File: config.mk
export PLATFORM = sky130hd
export DESIGN_NAME = masu_device_flat
export DESIGN_NICKNAME = d
export VERILOG_FILES = /design/src/rtl/masu_pkg.sv /design/src/rtl/masu_if.sv /design/src/rtl/masu_device.sv /design/src/flat_wrapper.sv
export SDC_FILE = /design/constraint.sdc
export NUM_CORES = 1
export LEC_CHECK = 0
export ABC_CLOCK_PERIOD_IN_PS = 5300
export CELL_PAD_IN_SITES_DETAIL_PLACEMENT = 1
export CELL_PAD_IN_SITES_GLOBAL_PLACEMENT = 1
export CORE_ASPECT_RATIO = 1.25
export CORE_MARGIN = 2
export CORE_UTILIZATION = 53
export CTS_CLUSTER_DIAMETER = 80
export DETAILED_ROUTE_END_ITERATION = 10
export DONT_BUFFER_PORTS = 1
export PLACE_DENSITY = 0.86
export SLEW_MARGIN = 20
export SYNTH_ARGS = -nofsm -noshare
export SYNTH_HDL_FRONTEND = slang
export SYNTH_SLANG_ARGS = --single-unit
export TNS_END_PERCENT = 100
File: constraint.sdc
create_clock -name i_ref_clk -period 5.3 [get_ports i_ref_clk]
set_input_delay 0.265 -clock i_ref_clk [delete_from_list [all_inputs] [get_ports i_ref_clk]]
set_output_delay 0.265 -clock i_ref_clk [all_outputs]
set_load 0.01 [all_outputs]
File: src/rtl/masu_pkg.sv
// package: shared constants and types for the capacity-limit security command block
// Contract
// [RULE1] host puts address bits 24-27 in head nibble
// [RULE2] device returns bits 0-7 or sector 63
// [RULE3] device returns bits 8-23 or cylinder
// [RULE4] device returns bits 24-27 or max head
// [RULE5] feature 01h selects set password
// [RULE6] feature 02h selects lock
// [RULE7] feature 03h selects unlock
// [RULE8] after native-max read, opcode sets max address; code updates max_lba in lba mode only, chs leaves it unchanged
// [RULE9] set password takes one 512-byte sector
// [RULE10] password kept until power cycle; accept when unlocked
// [RULE11] lock rejects all but unlock and freeze
// [RULE12] locked until unlock, freeze or power cycle
// [RULE13] unlock takes sector, compares stored password
// [RULE14] mismatch aborts, decrements counter from 5
// [RULE15] counter zero rejects unlock until reset
// [RULE16] match unlocks and accepts all commands
// [RULE17] feature 04h freezes, rejecting all later commands
// [RULE18] no native read: feature selects subcommand
// [RULE19] set max aborted when locked or frozen
// [RULE20] abort sets abort and error bits only
package masu_pkg;
    // ==========================================
    // command codes
    localparam logic [7:0] OPC_SET_MAX = 8'hf9;
    localparam logic [7:0] OPC_READ_NATIVE = 8'hf8;
    localparam logic [7:0] FEAT_SET_PW = 8'h01;
    localparam logic [7:0] FEAT_LOCK = 8'h02;
    localparam logic [7:0] FEAT_UNLOCK = 8'h03;
    localparam logic [7:0] FEAT_FREEZE = 8'h04;
    // ==========================================
    // sector layout in 16-bit words
    localparam int SECTOR_WORDS = 256;
    localparam logic [7:0] PW_FIRST_WORD = 8'h01;
    localparam logic [7:0] PW_LAST_WORD = 8'h10;
    localparam int PW_WORDS = 16;
    // ==========================================
    // register bits
    localparam int ERR_ABORT_BIT = 2;
    localparam int STS_BUSY_BIT = 7;
    localparam int STS_READY_BIT = 6;
    localparam int STS_SEEK_BIT = 4;
    localparam int STS_DRQ_BIT = 3;
    localparam int STS_ERR_BIT = 0;
    localparam int DEVHEAD_LBA_BIT = 6;
    localparam logic [2:0] UNLOCK_TRIES_RESET = 3'h5;
    localparam logic [7:0] CHS_MAX_SECTOR = 8'h3f;
    // ==========================================
    // default capacity, arbitrary plain values
    localparam logic [27:0] NATIVE_MAX_LBA = 28'h0ffffff;
    localparam logic [15:0] CHS_MAX_CYL = 16'h3fff;
    localparam logic [3:0] CHS_MAX_HEAD = 4'hf;
    // ==========================================
    // host-side register map over apb (byte addresses)
    localparam logic [7:0] HREG_CMD = 8'h00;
    localparam logic [7:0] HREG_ADDR = 8'h04;
    localparam logic [7:0] HREG_PW_IDX = 8'h08;
    localparam logic [7:0] HREG_PW_DATA = 8'h0c;
    localparam logic [7:0] HREG_STATUS = 8'h10;
    localparam logic [7:0] HREG_RESULT = 8'h14;
    localparam int HCMD_GO_BIT = 31;

    typedef enum logic [1:0] {
        MASU_UNLOCKED = 2'b00,
        MASU_LOCKED = 2'b01,
        MASU_FROZEN = 2'b10
    } masu_lock_t;
endpackage

File: src/rtl/masu_if.sv
// interface: command block, data-out sector words and completion between host and device
`timescale 1ns/10ps
`default_nettype none
interface masu_if;
    logic cmd_valid;
    logic [7:0] cmd_opcode;
    logic [7:0] cmd_feature;
    logic [7:0] cmd_sector;
    logic [7:0] cmd_cyl_low;
    logic [7:0] cmd_cyl_high;
    logic [7:0] cmd_dev_head;
    logic data_valid;
    logic [15:0] data_word;
    logic data_request_flag;
    logic done;
    logic [7:0] error_flags;
    logic [7:0] status_flags;
    logic [7:0] ret_sector;
    logic [7:0] ret_cyl_low;
    logic [7:0] ret_cyl_high;
    logic [7:0] ret_dev_head;

    modport host (
        output cmd_valid, cmd_opcode, cmd_feature, cmd_sector, cmd_cyl_low, cmd_cyl_high, cmd_dev_head,
        output data_valid, data_word,
        input data_request_flag, done, error_flags, status_flags, ret_sector, ret_cyl_low, ret_cyl_high, ret_dev_head
    );
    modport dev (
        input cmd_valid, cmd_opcode, cmd_feature, cmd_sector, cmd_cyl_low, cmd_cyl_high, cmd_dev_head,
        input data_valid, data_word,
        output data_request_flag, done, error_flags, status_flags, ret_sector, ret_cyl_low, ret_cyl_high, ret_dev_head
    );
endinterface
`default_nettype wire

File: src/rtl/masu_device.sv
// device end: decodes the capacity-limit opcode and runs the lock state machine
`timescale 1ns/10ps
`default_nettype none
module masu_device
    import masu_pkg::*;
(
    input wire logic i_ref_clk,
    input wire logic i_rst_n,
    masu_if.dev bus,
    output logic [1:0] o_lock_state,
    output logic [2:0] o_unlock_tries,
    output logic [27:0] o_max_lba
);
    typedef enum logic [1:0] {
        DEV_IDLE = 2'b00,
        DEV_DATA = 2'b01
    } masu_dstate_t;

    masu_dstate_t state;
    masu_lock_t lock;
    logic [7:0] sub;
    logic [7:0] word_idx;
    logic [15:0] pw_store [PW_WORDS];
    logic pw_mismatch;
    logic prev_native;
    logic [2:0] tries;
    logic [27:0] max_lba;
    logic word_in_pw;

    assign word_in_pw = (word_idx >= PW_FIRST_WORD) && (word_idx <= PW_LAST_WORD);
    assign o_lock_state = lock;
    assign o_unlock_tries = tries;
    assign o_max_lba = max_lba;

    // ==========================================
    // command acceptance and sector collection
    always_ff @(posedge i_ref_clk or negedge i_rst_n) begin
        if (!i_rst_n) begin
            state <= DEV_IDLE;
            sub <= 8'h00;
            word_idx <= 8'h00;
            bus.data_request_flag <= 1'b0;
        end else begin
            unique case (state)
                DEV_IDLE: begin
                    // only data-carrying subcommands that will not be refused open a sector
                    if (bus.cmd_valid && bus.cmd_opcode == OPC_SET_MAX && !prev_native) begin // [RULE18]
                        if ((bus.cmd_feature == FEAT_SET_PW && lock == MASU_UNLOCKED) // [RULE9] [RULE10]
                            || (bus.cmd_feature == FEAT_UNLOCK && lock == MASU_LOCKED
                                && tries != 3'h0)) begin // [RULE13] [RULE15]
                            state <= DEV_DATA;
                            sub <= bus.cmd_feature;
                            word_idx <= 8'h00;
                            bus.data_request_flag <= 1'b1;
                        end
                    end
                end
                DEV_DATA: begin
                    if (bus.data_valid) begin
                        word_idx <= word_idx + 8'h01;
                        if (word_idx == 8'(SECTOR_WORDS - 1)) begin
                            state <= DEV_IDLE;
                            bus.data_request_flag <= 1'b0;
                        end
                    end
                end
            endcase
        end
    end

    // ==========================================
    // password words, kept across everything but reset
    always_ff @(posedge i_ref_clk or negedge i_rst_n) begin
        if (!i_rst_n) begin
            for (int i = 0; i < PW_WORDS; i++) begin
                pw_store[i] <= 16'h0000;
            end
        end else if (state == DEV_DATA && bus.data_valid && word_in_pw && sub == FEAT_SET_PW) begin
            pw_store[4'(word_idx - PW_FIRST_WORD)] <= bus.data_word; // [RULE9] [RULE10]
        end
    end

    always_ff @(posedge i_ref_clk or negedge i_rst_n) begin
        if (!i_rst_n) begin
            pw_mismatch <= 1'b0;
        end else if (state == DEV_IDLE) begin
            pw_mismatch <= 1'b0;
        end else if (bus.data_valid && word_in_pw && sub == FEAT_UNLOCK
                     && pw_store[4'(word_idx - PW_FIRST_WORD)] != bus.data_word) begin
            pw_mismatch <= 1'b1; // [RULE13]
        end
    end

    // ==========================================
    // completion: lock state, counter, returned registers
    logic last_word;
    logic mismatch_final;
    assign last_word = state == DEV_DATA && bus.data_valid && word_idx == 8'(SECTOR_WORDS - 1);
    assign mismatch_final = pw_mismatch;

    always_ff @(posedge i_ref_clk or negedge i_rst_n) begin
        if (!i_rst_n) begin
            lock <= MASU_UNLOCKED;
            tries <= UNLOCK_TRIES_RESET;
            prev_native <= 1'b0;
            max_lba <= NATIVE_MAX_LBA;
            bus.done <= 1'b0;
            bus.error_flags <= 8'h00;
            bus.status_flags <= 8'h50;
            bus.ret_sector <= 8'h00;
            bus.ret_cyl_low <= 8'h00;
            bus.ret_cyl_high <= 8'h00;
            bus.ret_dev_head <= 8'h00;
        end else begin
            bus.done <= 1'b0;
            if (state == DEV_IDLE && bus.cmd_valid) begin
                prev_native <= bus.cmd_opcode == OPC_READ_NATIVE;
            end
            // a native-max read ends at once; the host stays busy until done
            if (state == DEV_IDLE && bus.cmd_valid && bus.cmd_opcode != OPC_SET_MAX) begin
                bus.done <= 1'b1;
                bus.error_flags <= 8'h00;
                bus.status_flags <= 8'h50;
            end
            if (state == DEV_IDLE && bus.cmd_valid && bus.cmd_opcode == OPC_SET_MAX) begin
                logic abort;
                abort = 1'b0;
                if (prev_native) begin // [RULE8]
                    if (lock != MASU_UNLOCKED) begin
                        abort = 1'b1; // [RULE19]
                    end else if (bus.cmd_dev_head[DEVHEAD_LBA_BIT]) begin
                        max_lba <= {bus.cmd_dev_head[3:0], bus.cmd_cyl_high,
                                    bus.cmd_cyl_low, bus.cmd_sector}; // [RULE1]
                        bus.ret_sector <= bus.cmd_sector; // [RULE2]
                        bus.ret_cyl_low <= bus.cmd_cyl_low; // [RULE3]
                        bus.ret_cyl_high <= bus.cmd_cyl_high;
                        bus.ret_dev_head <= {4'h0, bus.cmd_dev_head[3:0]}; // [RULE4]
                    end else begin
                        // chs: head nibble ignored on input
                        bus.ret_sector <= CHS_MAX_SECTOR; // [RULE2]
                        bus.ret_cyl_low <= bus.cmd_cyl_low; // [RULE3]
                        bus.ret_cyl_high <= bus.cmd_cyl_high;
                        bus.ret_dev_head <= {4'h0, CHS_MAX_HEAD}; // [RULE4]
                    end
                end else begin
                    unique case (bus.cmd_feature)
                        FEAT_SET_PW: abort = lock != MASU_UNLOCKED; // [RULE5] [RULE11]
                        FEAT_LOCK: begin // [RULE6]
                            if (lock == MASU_UNLOCKED) begin
                                lock <= MASU_LOCKED; // [RULE11] [RULE12]
                            end else begin
                                abort = 1'b1;
                            end
                        end
                        FEAT_UNLOCK: abort = lock != MASU_LOCKED || tries == 3'h0; // [RULE7] [RULE15]
                        FEAT_FREEZE: begin
                            if (lock == MASU_FROZEN) begin
                                abort = 1'b1; // [RULE17]
                            end else begin
                                lock <= MASU_FROZEN; // [RULE17] [RULE12]
                            end
                        end
                        default: abort = 1'b1;
                    endcase
                end
                // data-carrying subcommands complete at their last word
                if (abort || prev_native
                    || (bus.cmd_feature != FEAT_SET_PW && bus.cmd_feature != FEAT_UNLOCK)) begin
                    bus.done <= 1'b1;
                    bus.error_flags <= abort ? 8'h04 : 8'h00; // [RULE20]
                    bus.status_flags <= abort ? 8'h51 : 8'h50;
                end
            end
            if (last_word) begin
                logic fail;
                fail = sub == FEAT_UNLOCK && (mismatch_final || (word_in_pw
                        && pw_store[4'(word_idx - PW_FIRST_WORD)] != bus.data_word));
                if (sub == FEAT_UNLOCK) begin
                    if (fail) begin
                        tries <= tries - 3'h1; // [RULE14]
                    end else begin
                        lock <= MASU_UNLOCKED; // [RULE16] [RULE12]
                    end
                end
                bus.done <= 1'b1;
                bus.error_flags <= fail ? 8'h04 : 8'h00; // [RULE14] [RULE20]
                bus.status_flags <= fail ? 8'h51 : 8'h50;
            end
        end
    end
endmodule
`default_nettype wire

File: src/flat_wrapper.sv
// flat-port wrapper written by rule: the top's interface ports become plain ports
module masu_device_flat import masu_pkg::*;
  (i_ref_clk, i_rst_n, o_lock_state, o_unlock_tries, o_max_lba, bus_cmd_valid, bus_cmd_opcode, bus_cmd_feature, bus_cmd_sector, bus_cmd_cyl_low, bus_cmd_cyl_high, bus_cmd_dev_head, bus_data_valid, bus_data_word, bus_data_request_flag, bus_done, bus_error_flags, bus_status_flags, bus_ret_sector, bus_ret_cyl_low, bus_ret_cyl_high, bus_ret_dev_head);
  masu_if bus_i ();
  input wire logic i_ref_clk;
  input wire logic i_rst_n;
  output logic [1:0] o_lock_state;
  output logic [2:0] o_unlock_tries;
  output logic [27:0] o_max_lba;
  input wire logic [$bits(bus_i.cmd_valid)-1:0] bus_cmd_valid;
  input wire logic [$bits(bus_i.cmd_opcode)-1:0] bus_cmd_opcode;
  input wire logic [$bits(bus_i.cmd_feature)-1:0] bus_cmd_feature;
  input wire logic [$bits(bus_i.cmd_sector)-1:0] bus_cmd_sector;
  input wire logic [$bits(bus_i.cmd_cyl_low)-1:0] bus_cmd_cyl_low;
  input wire logic [$bits(bus_i.cmd_cyl_high)-1:0] bus_cmd_cyl_high;
  input wire logic [$bits(bus_i.cmd_dev_head)-1:0] bus_cmd_dev_head;
  input wire logic [$bits(bus_i.data_valid)-1:0] bus_data_valid;
  input wire logic [$bits(bus_i.data_word)-1:0] bus_data_word;
  output wire logic [$bits(bus_i.data_request_flag)-1:0] bus_data_request_flag;
  output wire logic [$bits(bus_i.done)-1:0] bus_done;
  output wire logic [$bits(bus_i.error_flags)-1:0] bus_error_flags;
  output wire logic [$bits(bus_i.status_flags)-1:0] bus_status_flags;
  output wire logic [$bits(bus_i.ret_sector)-1:0] bus_ret_sector;
  output wire logic [$bits(bus_i.ret_cyl_low)-1:0] bus_ret_cyl_low;
  output wire logic [$bits(bus_i.ret_cyl_high)-1:0] bus_ret_cyl_high;
  output wire logic [$bits(bus_i.ret_dev_head)-1:0] bus_ret_dev_head;
  assign bus_i.cmd_valid = bus_cmd_valid;
  assign bus_i.cmd_opcode = bus_cmd_opcode;
  assign bus_i.cmd_feature = bus_cmd_feature;
  assign bus_i.cmd_sector = bus_cmd_sector;
  assign bus_i.cmd_cyl_low = bus_cmd_cyl_low;
  assign bus_i.cmd_cyl_high = bus_cmd_cyl_high;
  assign bus_i.cmd_dev_head = bus_cmd_dev_head;
  assign bus_i.data_valid = bus_data_valid;
  assign bus_i.data_word = bus_data_word;
  assign bus_data_request_flag = bus_i.data_request_flag;
  assign bus_done = bus_i.done;
  assign bus_error_flags = bus_i.error_flags;
  assign bus_status_flags = bus_i.status_flags;
  assign bus_ret_sector = bus_i.ret_sector;
  assign bus_ret_cyl_low = bus_i.ret_cyl_low;
  assign bus_ret_cyl_high = bus_i.ret_cyl_high;
  assign bus_ret_dev_head = bus_i.ret_dev_head;
  masu_device u_core (.i_ref_clk(i_ref_clk), .i_rst_n(i_rst_n), .bus(bus_i), .o_lock_state(o_lock_state), .o_unlock_tries(o_unlock_tries), .o_max_lba(o_max_lba));
endmodule
; Yosys cells after proc, flatten, opt, wreduce, memory -nomap -nowiden
; Cells that the tools add are included.
[totals]
ff_bits = 359
elab_cells = 154
inputBits = 68
[classes]
eq_ne = 21
n_mux = 54
addsub = 3
magnitude_cmp = 4
bitwise = 2
n_reduce_logical = 38
[op_table]
columns = cell, count
row1 = bitwise mux 256 bit, 1
row2 = two-way mux 8 bit, 12
row3 = binary-select mux 16 bit (select 4 bit), 1
row4 = demux 16 bit (select 4 bit), 1
row5 = two-way mux 16 bit, 3
row6 = equality test 8 x 2 -> 1 bit (second input constant), 3
row7 = equality test 8 bit (second input constant), 3
row8 = two-way mux 2 bit, 11
row9 = logical AND 1 bit, 20
row10 = two-way mux 1 bit, 17
row11 = equality test 8 x 1 -> 1 bit (second input constant), 2
row12 = inequality test 16 bit, 1
row13 = case mux 8 bit (2 select lines), 1
row14 = AND reduction 3 bit, 4
row15 = adder 8 x 1 -> 8 bit (second input constant), 1
row16 = equality test 8 x 3 -> 1 bit (second input constant), 1
row17 = greater-or-equal comparator 8 x 1 -> 1 bit (second input constant), 1
row18 = <= comparator 8 x 5 -> 1 bit (second input constant), 1
row19 = inequality test 2 x 1 -> 1 bit (second input constant), 4
row20 = inequality test 8 x 1 -> 1 bit (second input constant), 1
row21 = inequality test 8 x 2 -> 1 bit (second input constant), 1
row22 = inequality test 8 bit (second input constant), 1
row23 = case mux 2 bit (2 select lines), 2
row24 = AND reduction 4 bit, 2
row25 = other kinds (19), 27

; Depth between registers and ports, before layout
; Gate-level depths: netlist of the first run.
[logic_depth]
word_depth = 12
mapped_depth = 15

; Worst setup path before layout of the first run
; Ideal clock, no wire load.
[synth_timing]
path_type = flip-flop to flip-flop
startpoint = register u_core.word_idx[0]
endpoint = register u_core.pw_mismatch, in the netlist u_core.mismatch_final
path_slack_ps = 1546
arrival_time_ps = 3628
path_buffers = 6
stages_incl_launch_ff = 16
path_cell_list = dfrtp_1 -> buf_4 -> buf_4 -> buf_4 -> buf_2 -> inv_1 -> ha_1 -> buf_2 -> buf_1 -> mux4_2 -> nand3_1 -> nand3_1 -> nor4b_1 -> or4_1 -> nor4_1 -> o31ai_1
[synth_via]
elab_chain_cells = 8
word_cells_on_any_way = 13
cone_classes = add/sub (1) / order compare (2) / eq/ne (1) / mux (3) / bitwise (1) / reduce/logical (5)
[synth_rtl]
columns = item, line_no
row1 = from (decl), masu_device.sv:22  ; logic [7:0] word_idx;
row2 = from (signal assigned), masu_device.sv:60  ; word_idx <= word_idx + 8'h01;
row3 = subtractor 4 x 1 -> 4 bit, masu_device.sv:89  ; && pw_store[4'(word_idx - PW_FIRST_WORD)] != bus.data_word) begin
row4 = inverter 4 -> 5 bit (not written as such), masu_device.sv:89
row5 = binary-select mux 16 bit (select 4 bit), masu_device.sv:89
row6 = two-way mux 16 bit (not written as such) (2 in series), masu_device.sv:89
row7 = inequality test 16 bit, masu_device.sv:89
row8 = logical AND 1 bit *, masu_device.sv:89
row9 = nonzero test 2 bit (no line) *, --
row10 = to (signal assigned), masu_device.sv:85  ; pw_mismatch <= 1'b0;
row11 = to (signal assigned), masu_device.sv:87  ; pw_mismatch <= 1'b0;
row12 = to (signal assigned), masu_device.sv:90  ; pw_mismatch <= 1'b1;
row13 = to (decl), masu_device.sv:24  ; logic pw_mismatch;
; Mark *: on every way between the ends. The rest lies on a longest branch, timed or not. The select of a mux whose other input is x is not followed.
; A chain may end at the register's enable or synchronous reset.

; Worst setup path in the final report of the first run
[layout_timing]
startpoint = register u_core.word_idx[2]
endpoint = register u_core.pw_mismatch, in the netlist u_core.mismatch_final
; The elaborated chain is that of the path after synthesis.

==> metrics, run 1 <==
r2r startpoint u_core.word_idx[2]; TritonRoute pass-1 iters 5; Synth Instances 1204; area delta synth->final 12.8%; antenna violations before repair 0; Critical Path Start Type flop; Initial Util 53.4%; Synthesis Warnings 0; clock network fraction of total power 50.3%; area share of fa/ha/maj cells after synthesis 0.534%; die width 161 um; number of port buffers 0; Post-synth EDFFs 0; R2R Setup Slk 1.28 ns; Setup CP Type flop to flop; Worst Path Required 5.71 ns; Post-Route Skew 0.0112 ns; final WL 43800 um; Total GRT Usage 27.9%; DRC Markers 0; Simple-Gate Fraction of Synth Area 8.40%; share of layout cells above drive strength 1 39.4%; unrepaired setup endpoints after global routing no; P_leak 8.90 nW; Final Setup Violations 0; most common cell after layout, fill and taps aside dfrtp_1; Via density 6.32; internal power 4.51 mW; Routed Antenna Nets 0; number of nets in the layout 1290; Longest Clk Path Bufs 3; Min-Delay Path Class primary input to asynchronous set/reset pin; violated checks hold timing; post-DR wirelength/cell 26.6 um; fin. max-slew vios 0; diode count 0; Post-Syn Area 16400 um2; crit path capture type flop; Highest Clock Rate 249 MHz; total congestion overflow 0; status complete, but fails checks; fin crit period 4.02 ns; cts bufs inserted 38; Sink Count 353; Root Driver clkbuf_16; # IOs 151; Die Ht 201 um; hold_ws -0.534 ns; clock slew at reported path FFs 0.06 ns; syn avg cell area 13.6 um2; async set or reset register ratio after synthesis 100%; DR vias 10400; PD cells 306 nW/um2; final period utilization 75.9%; largest net degree at the start of global routing 354; area of the multi-input gates 7030 um2; Clock Latency Late Sink 0.53 ns; Max Cap Viol 0; Final Hold Fails 353; post-synthesis compound-gate area fraction 4.40%; Final GP Congestion 0.759; Sequential Area 8870 um2; post-synthesis mux area share 28.6%; vias in the first global route 12100; Switching Fraction 20.2%; crit path from u_core.word_idx[2]; Worst Tran Pin Value 1.04 ns; Reg2Reg Depth 10; peak supply drop 277 uV; Netlist cell types 59; DPL Wire Length 24700 um; Arrival @ worst endpoint 4.43 ns; combinational share of power 2.0%; RR Endpoint u_core.mismatch_final; Seq/Total Area, Yosys 54.1%; setup TNS 0 ns; Starting DRT DRC Count 620; die area 32400 um2; P_sw 1.14 mW; first-pass GRT wire length 70000 um; sequential power share 47.7%; CTS tree built; row count 72; core area 30700 um2; # hold bufs at CTS 52; commonest non-fill, non-tap cells in the layout dfrtp_1 (324), mux2_2 (288), mux4_2 (64); slew margin rel. 30.2%; Post-Synth XOR/XNOR Area 0.588%; worst-path fanout max 20; Yosys reg bits 353; total power 5.65 mW; main combinational cell family by area after synthesis multiplexers; fillers 2864; H-Tree Level Count 2; top_reg_cell synth dfrtp_1
==> power groups by stage <==
stage               combinational, mW  clock (mW)  sequential [mW]
floorplan                      0.0636           0             2.75
global placement               0.0471           0             2.75
detailed placement             0.0490           0             2.75
CTS                             0.109        2.89             2.70
global route                    0.120        3.00             2.70
finish                          0.111        2.84             2.70
==> what timing repair did <==
action,in CTS,in global routing
buffers inserted,0,0
gates resized for setup,0,0
setup endpoints to repair,0,0
hold endpoints to repair,671,353
==> worst max-delay path, stage by stage, from the launching register on <==
cell	delay, ns
dfrtp_1	0.62
or4_1	0.99
buf_4	0.37
buf_4	0.21
and3_1	0.19
or4_1	0.50
nand4_1	0.12
o2111ai_1	0.18
nor4_1	0.44
buf_4	0.21
o31ai_1	0.06
==> kinds of logic after synthesis <==
logic type	Yosys count
flops	353
compound gates	114
buf+inv	125
mux	353
simple gates	240
other cells	1
xor+xnor	11
fa+ha+maj	7
==> routing by layer <==
metal	wire (um)	share of wire, %	global-route usage (%)
met4	1500	3.4	10.5
met2	23100	53	49.3
met3	2900	6.6	5.87
met5	0	0	0
met1	16400	37	33.5
==> state kept, by name, summed over array words and instances (netlist names), 2 cells and up <==
name,count
u_core.pw_store,256
u_core.o_max_lba,28
u_core.bus.error_flags,8
u_core.bus.ret_cyl_high,8
u_core.bus.ret_cyl_low,8
u_core.bus.ret_sector,8
u_core.bus.status_flags,8
u_core.sub,8
u_core.word_idx,8
u_core.bus.ret_dev_head,4
u_core.o_unlock_tries,3
u_core.o_lock_state,2
==> synth_stat cells (all sizes together) (4+ instances only) <==
master / instances / area (um2)
and2: 20 / 125
xnor2: 5 / 43.8
mux2: 288 / 3240
buf: 42 / 234
a31oi: 13 / 81.3
inv: 28 / 105
a21oi: 23 / 123
or4: 17 / 128
nand4: 11 / 83.8
dfstp: 28 / 736
xor2: 6 / 52.6
and3: 23 / 144
clkbuf: 55 / 206
a21boi: 14 / 105
mux4: 64 / 1440
a22oi: 4 / 30.0
dfrtp: 325 / 8130
o211ai: 12 / 90.1
or3: 4 / 25.0
nand3: 29 / 150
ha: 7 / 87.6
o31ai: 4 / 35.0
nor2: 52 / 234
nor4b: 9 / 85.1
nand2: 57 / 249
o21ai: 33 / 165
==> worst max-delay path by stage <==
stage / cells after the start / endpoint / slack [ns]
3_3_place_gp: 11 / u_core.mismatch_final / 1.55
4_1_cts: 11 / u_core.mismatch_final / 1.35
6_report: 10 / u_core.mismatch_final / 1.28
2_1_floorplan: 15 / u_core.mismatch_final / 1.55
3_5_place_dp: 11 / u_core.mismatch_final / 1.45
5_1_grt: 11 / u_core.mismatch_final / 1.13
==> cell type report <==
type	count	area share, %
Sequential cell	353	48.0
Multi-Input combinational cell	729	38.0
Clock buffer	53	6.28
Timing Repair Buffer	65	3.41
Tap cell	407	2.75
Clock inverter	12	1.02
Inverter	28	0.568
==> stage by stage <==
stage / worst slack (ns) / instance area (um2) / util [%] / std cells / hold slack [ns]
6_report: 1.28 / 18500 / 60.2 / 1647 / -0.534
3_5_place_dp: 1.45 / 16600 / 54.1 / 1530 / -0.0166
4_1_cts: 1.35 / 18500 / 60.2 / 1647 / -0.569
5_1_grt: 1.13 / 18500 / 60.2 / 1647 / -0.562
3_3_place_gp: 1.55 / 16600 / 54.1 / 1530 / -0.0156
2_1_floorplan: 1.55 / 16400 / - / 1207 / -0.0306
No activity file was read; power rests on OpenSTA's default activity.
==> run 2: changes to the inputs <==
--- a/config.mk
+++ b/config.mk
@@ -5,7 +5,7 @@
 export SDC_FILE = /design/constraint.sdc
 export NUM_CORES = 1
 export LEC_CHECK = 0
-export ABC_CLOCK_PERIOD_IN_PS = 5300
+export ABC_CLOCK_PERIOD_IN_PS = 3900
 export CELL_PAD_IN_SITES_DETAIL_PLACEMENT = 1
 export CELL_PAD_IN_SITES_GLOBAL_PLACEMENT = 1
 export CORE_ASPECT_RATIO = 1.25
==> constraint.sdc (replaced) <==
create_clock -name i_ref_clk -period 3.9 [get_ports i_ref_clk]
set_input_delay 0.195 -clock i_ref_clk [delete_from_list [all_inputs] [get_ports i_ref_clk]]
set_output_delay 0.195 -clock i_ref_clk [all_outputs]
set_load 0.01 [all_outputs]
==> run 2 against run 1 <==
  * The run still ends with hold timing left
  * Final area hardly changed
  * Non-clock buffer count is 7 higher
  * Via count is 1.2% higher
  * First-iteration DRC count is 20% higher
  * Final cell count is 0.36% higher
  * Critical path depth is 2 lower
  * Combinational power is 41% higher
  * Maximum frequency is 13% higher
  * Sequential share of layout area hardly changed
  * Critical path type unchanged
  * Critical endpoint unchanged
  * Highest routed layer unchanged
==> metrics, run 2 (same netlist as run 1, synthesis figures left out) <==
worst-path fanout max 18; Post-Route Skew 0.0268 ns; Final GP Congestion 0.761; core area 30700 um2; fillers 2876; DRC Markers 0; final WL 46700 um; total placed cells including tap cells 1534; Routed Antenna Nets 0; Max Cap Viol 0; total congestion overflow 0; Util after Layout 60.2%; most flop-heavy register u_core.pw_store; crit path capture type flop; share of layout cells above drive strength 1 39.4%; commonest non-fill, non-tap cells in the layout dfrtp_1 (324), mux2_2 (288), mux4_2 (64); hold_ws -0.630 ns; TritonRoute pass-1 iters 5; P_leak 8.89 nW; violated checks hold timing; vias in the first global route 12300; Reg2Reg Depth 8; Min-Delay Path Class primary input to asynchronous set/reset pin; fin crit period 3.55 ns; DPL Wire Length 25200 um; Total GRT Usage 29.2%; Starting DRT DRC Count 742; met3 Usage GRT 6.45%; Die Ht 201 um; Post-CTS Resized 0; fin. max-slew vios 0; total power 7.46 mW; # IOs 151; Final Hold Fails 353; largest net degree at the start of global routing 354; Worst Path Required 4.32 ns; row count 72; unrepaired setup endpoints after global routing no; die area 32400 um2; Longest Clk Path Bufs 3; number of port buffers 0; clock slew at reported path FFs 0.07 ns; postcts setup bufs 0; die width 161 um; Initial Util 53.4%; Setup CP Type flop to flop; first-pass GRT wire length 72500 um; DR vias 10500; M1 GR Usage 33.1%; final period utilization 90.9%; Layout Cells excl Fill 1653; crit path capture u_core.mismatch_final; Highest Clock Rate 282 MHz; setup TNS 0 ns; # hold bufs at CTS 55; PD cells 403 nW/um2; Clock Latency Late Sink 0.53 ns; Via density 6.38; slew margin rel. 26.4%; H-Tree Level Count 2; number of nets in the layout 1296; Final Setup Violations 0; Arrival @ worst endpoint 3.96 ns; Root Driver clkbuf_16; diode count 0; r2r startpoint u_core.word_idx[1]; peak supply drop 315 uV; crit path from u_core.word_idx[1]; Critical Path Start Type flop; Sink Count 353; most common cell after layout, fill and taps aside dfrtp_1; RR Endpoint u_core.mismatch_final; status complete, but fails checks; antenna violations before repair 0; Top Usage Layer GRT met2; Worst Tran Pin Value 1.10 ns; post-DR wirelength/cell 28.3 um; max FFs per register 256; cts bufs inserted 37; area delta synth->final 12.8%; CTS tree built; R2R Setup Slk 0.35 ns; GR Util met2 52.1%
[run 2: cell count changes in the layout (fill, tap and decap cells not counted), sizes merged]
| cell | delta |
|---|---|
| buf | +4 |
| bufinv | -3 |
| dlygate4sd3 | +3 |
| clkinvlp | +2 |
| clkbuf | -1 |
| clkinv | +1 |
[run 2: metal layers]
layer / vias up / share of wire [%]
met3: 152 / 6.2
met1: 5557 / 36
met2: 425 / 52
met4: 0 / 5.0
met5: - / 0
li1: 4405 / -
[run 2: stage by stage]
stage / setup WS [ns] / cell area (um2)
5_1_grt: 0.218 / 18500
4_1_cts: 0.391 / 18500
6_report: 0.354 / 18500
2_1_floorplan: 0.146 / 16400
3_3_place_gp: 0.572 / 16700
3_5_place_dp: 0.464 / 16700
[run 2: critical path: stages, from the launching register on]
cell and delay (ns):
dfrtp_1 0.60, o31a_1 0.94, o21ai_0 0.34, a21oi_1 0.25, nor4b_1 0.12, or4_1 0.58
nor4_1 0.34, buf_4 0.18, o31ai_1 0.06
[run 2: where the power goes]
group | total (mW) | switching, mW | internal [mW] | leakage (nW)
registers | 3.67 | 0.00177 | 3.66 | 4.81
logic | 0.157 | 0.0940 | 0.0630 | 3.47
clock network | 3.64 | 1.49 | 2.14 | 0.617
[run 2: worst min path at each step]
stage / depth (start not counted) / slack [ns] / end / start
6_report: 0 / -0.63 / u_core.bus.error_flags[0] / i_rst_n
5_1_grt: 0 / -0.64 / u_core.bus.error_flags[0] / i_rst_n
4_1_cts: 0 / -0.64 / u_core.o_unlock_tries[1] / i_rst_n
3_5_place_dp: 0 / -0.08 / u_core.o_unlock_tries[1] / i_rst_n
3_3_place_gp: 0 / -0.09 / u_core.o_unlock_tries[1] / i_rst_n
2_1_floorplan: 0 / -0.10 / u_core.bus.data_request_flag / i_rst_n
[run 2: final cells by class]
cell class / instances / area [um2] / share of cell area (%)
clock buffers: 52 / 1120 / 6.08
clock inverters: 12 / 119 / 0.643
inverters: 28 / 105 / 0.568
multi-input cells: 729 / 7030 / 38.0
flip-flops and latches: 353 / 8870 / 48.0
well taps: 407 / 509 / 2.75
repair buffers: 72 / 728 / 3.94
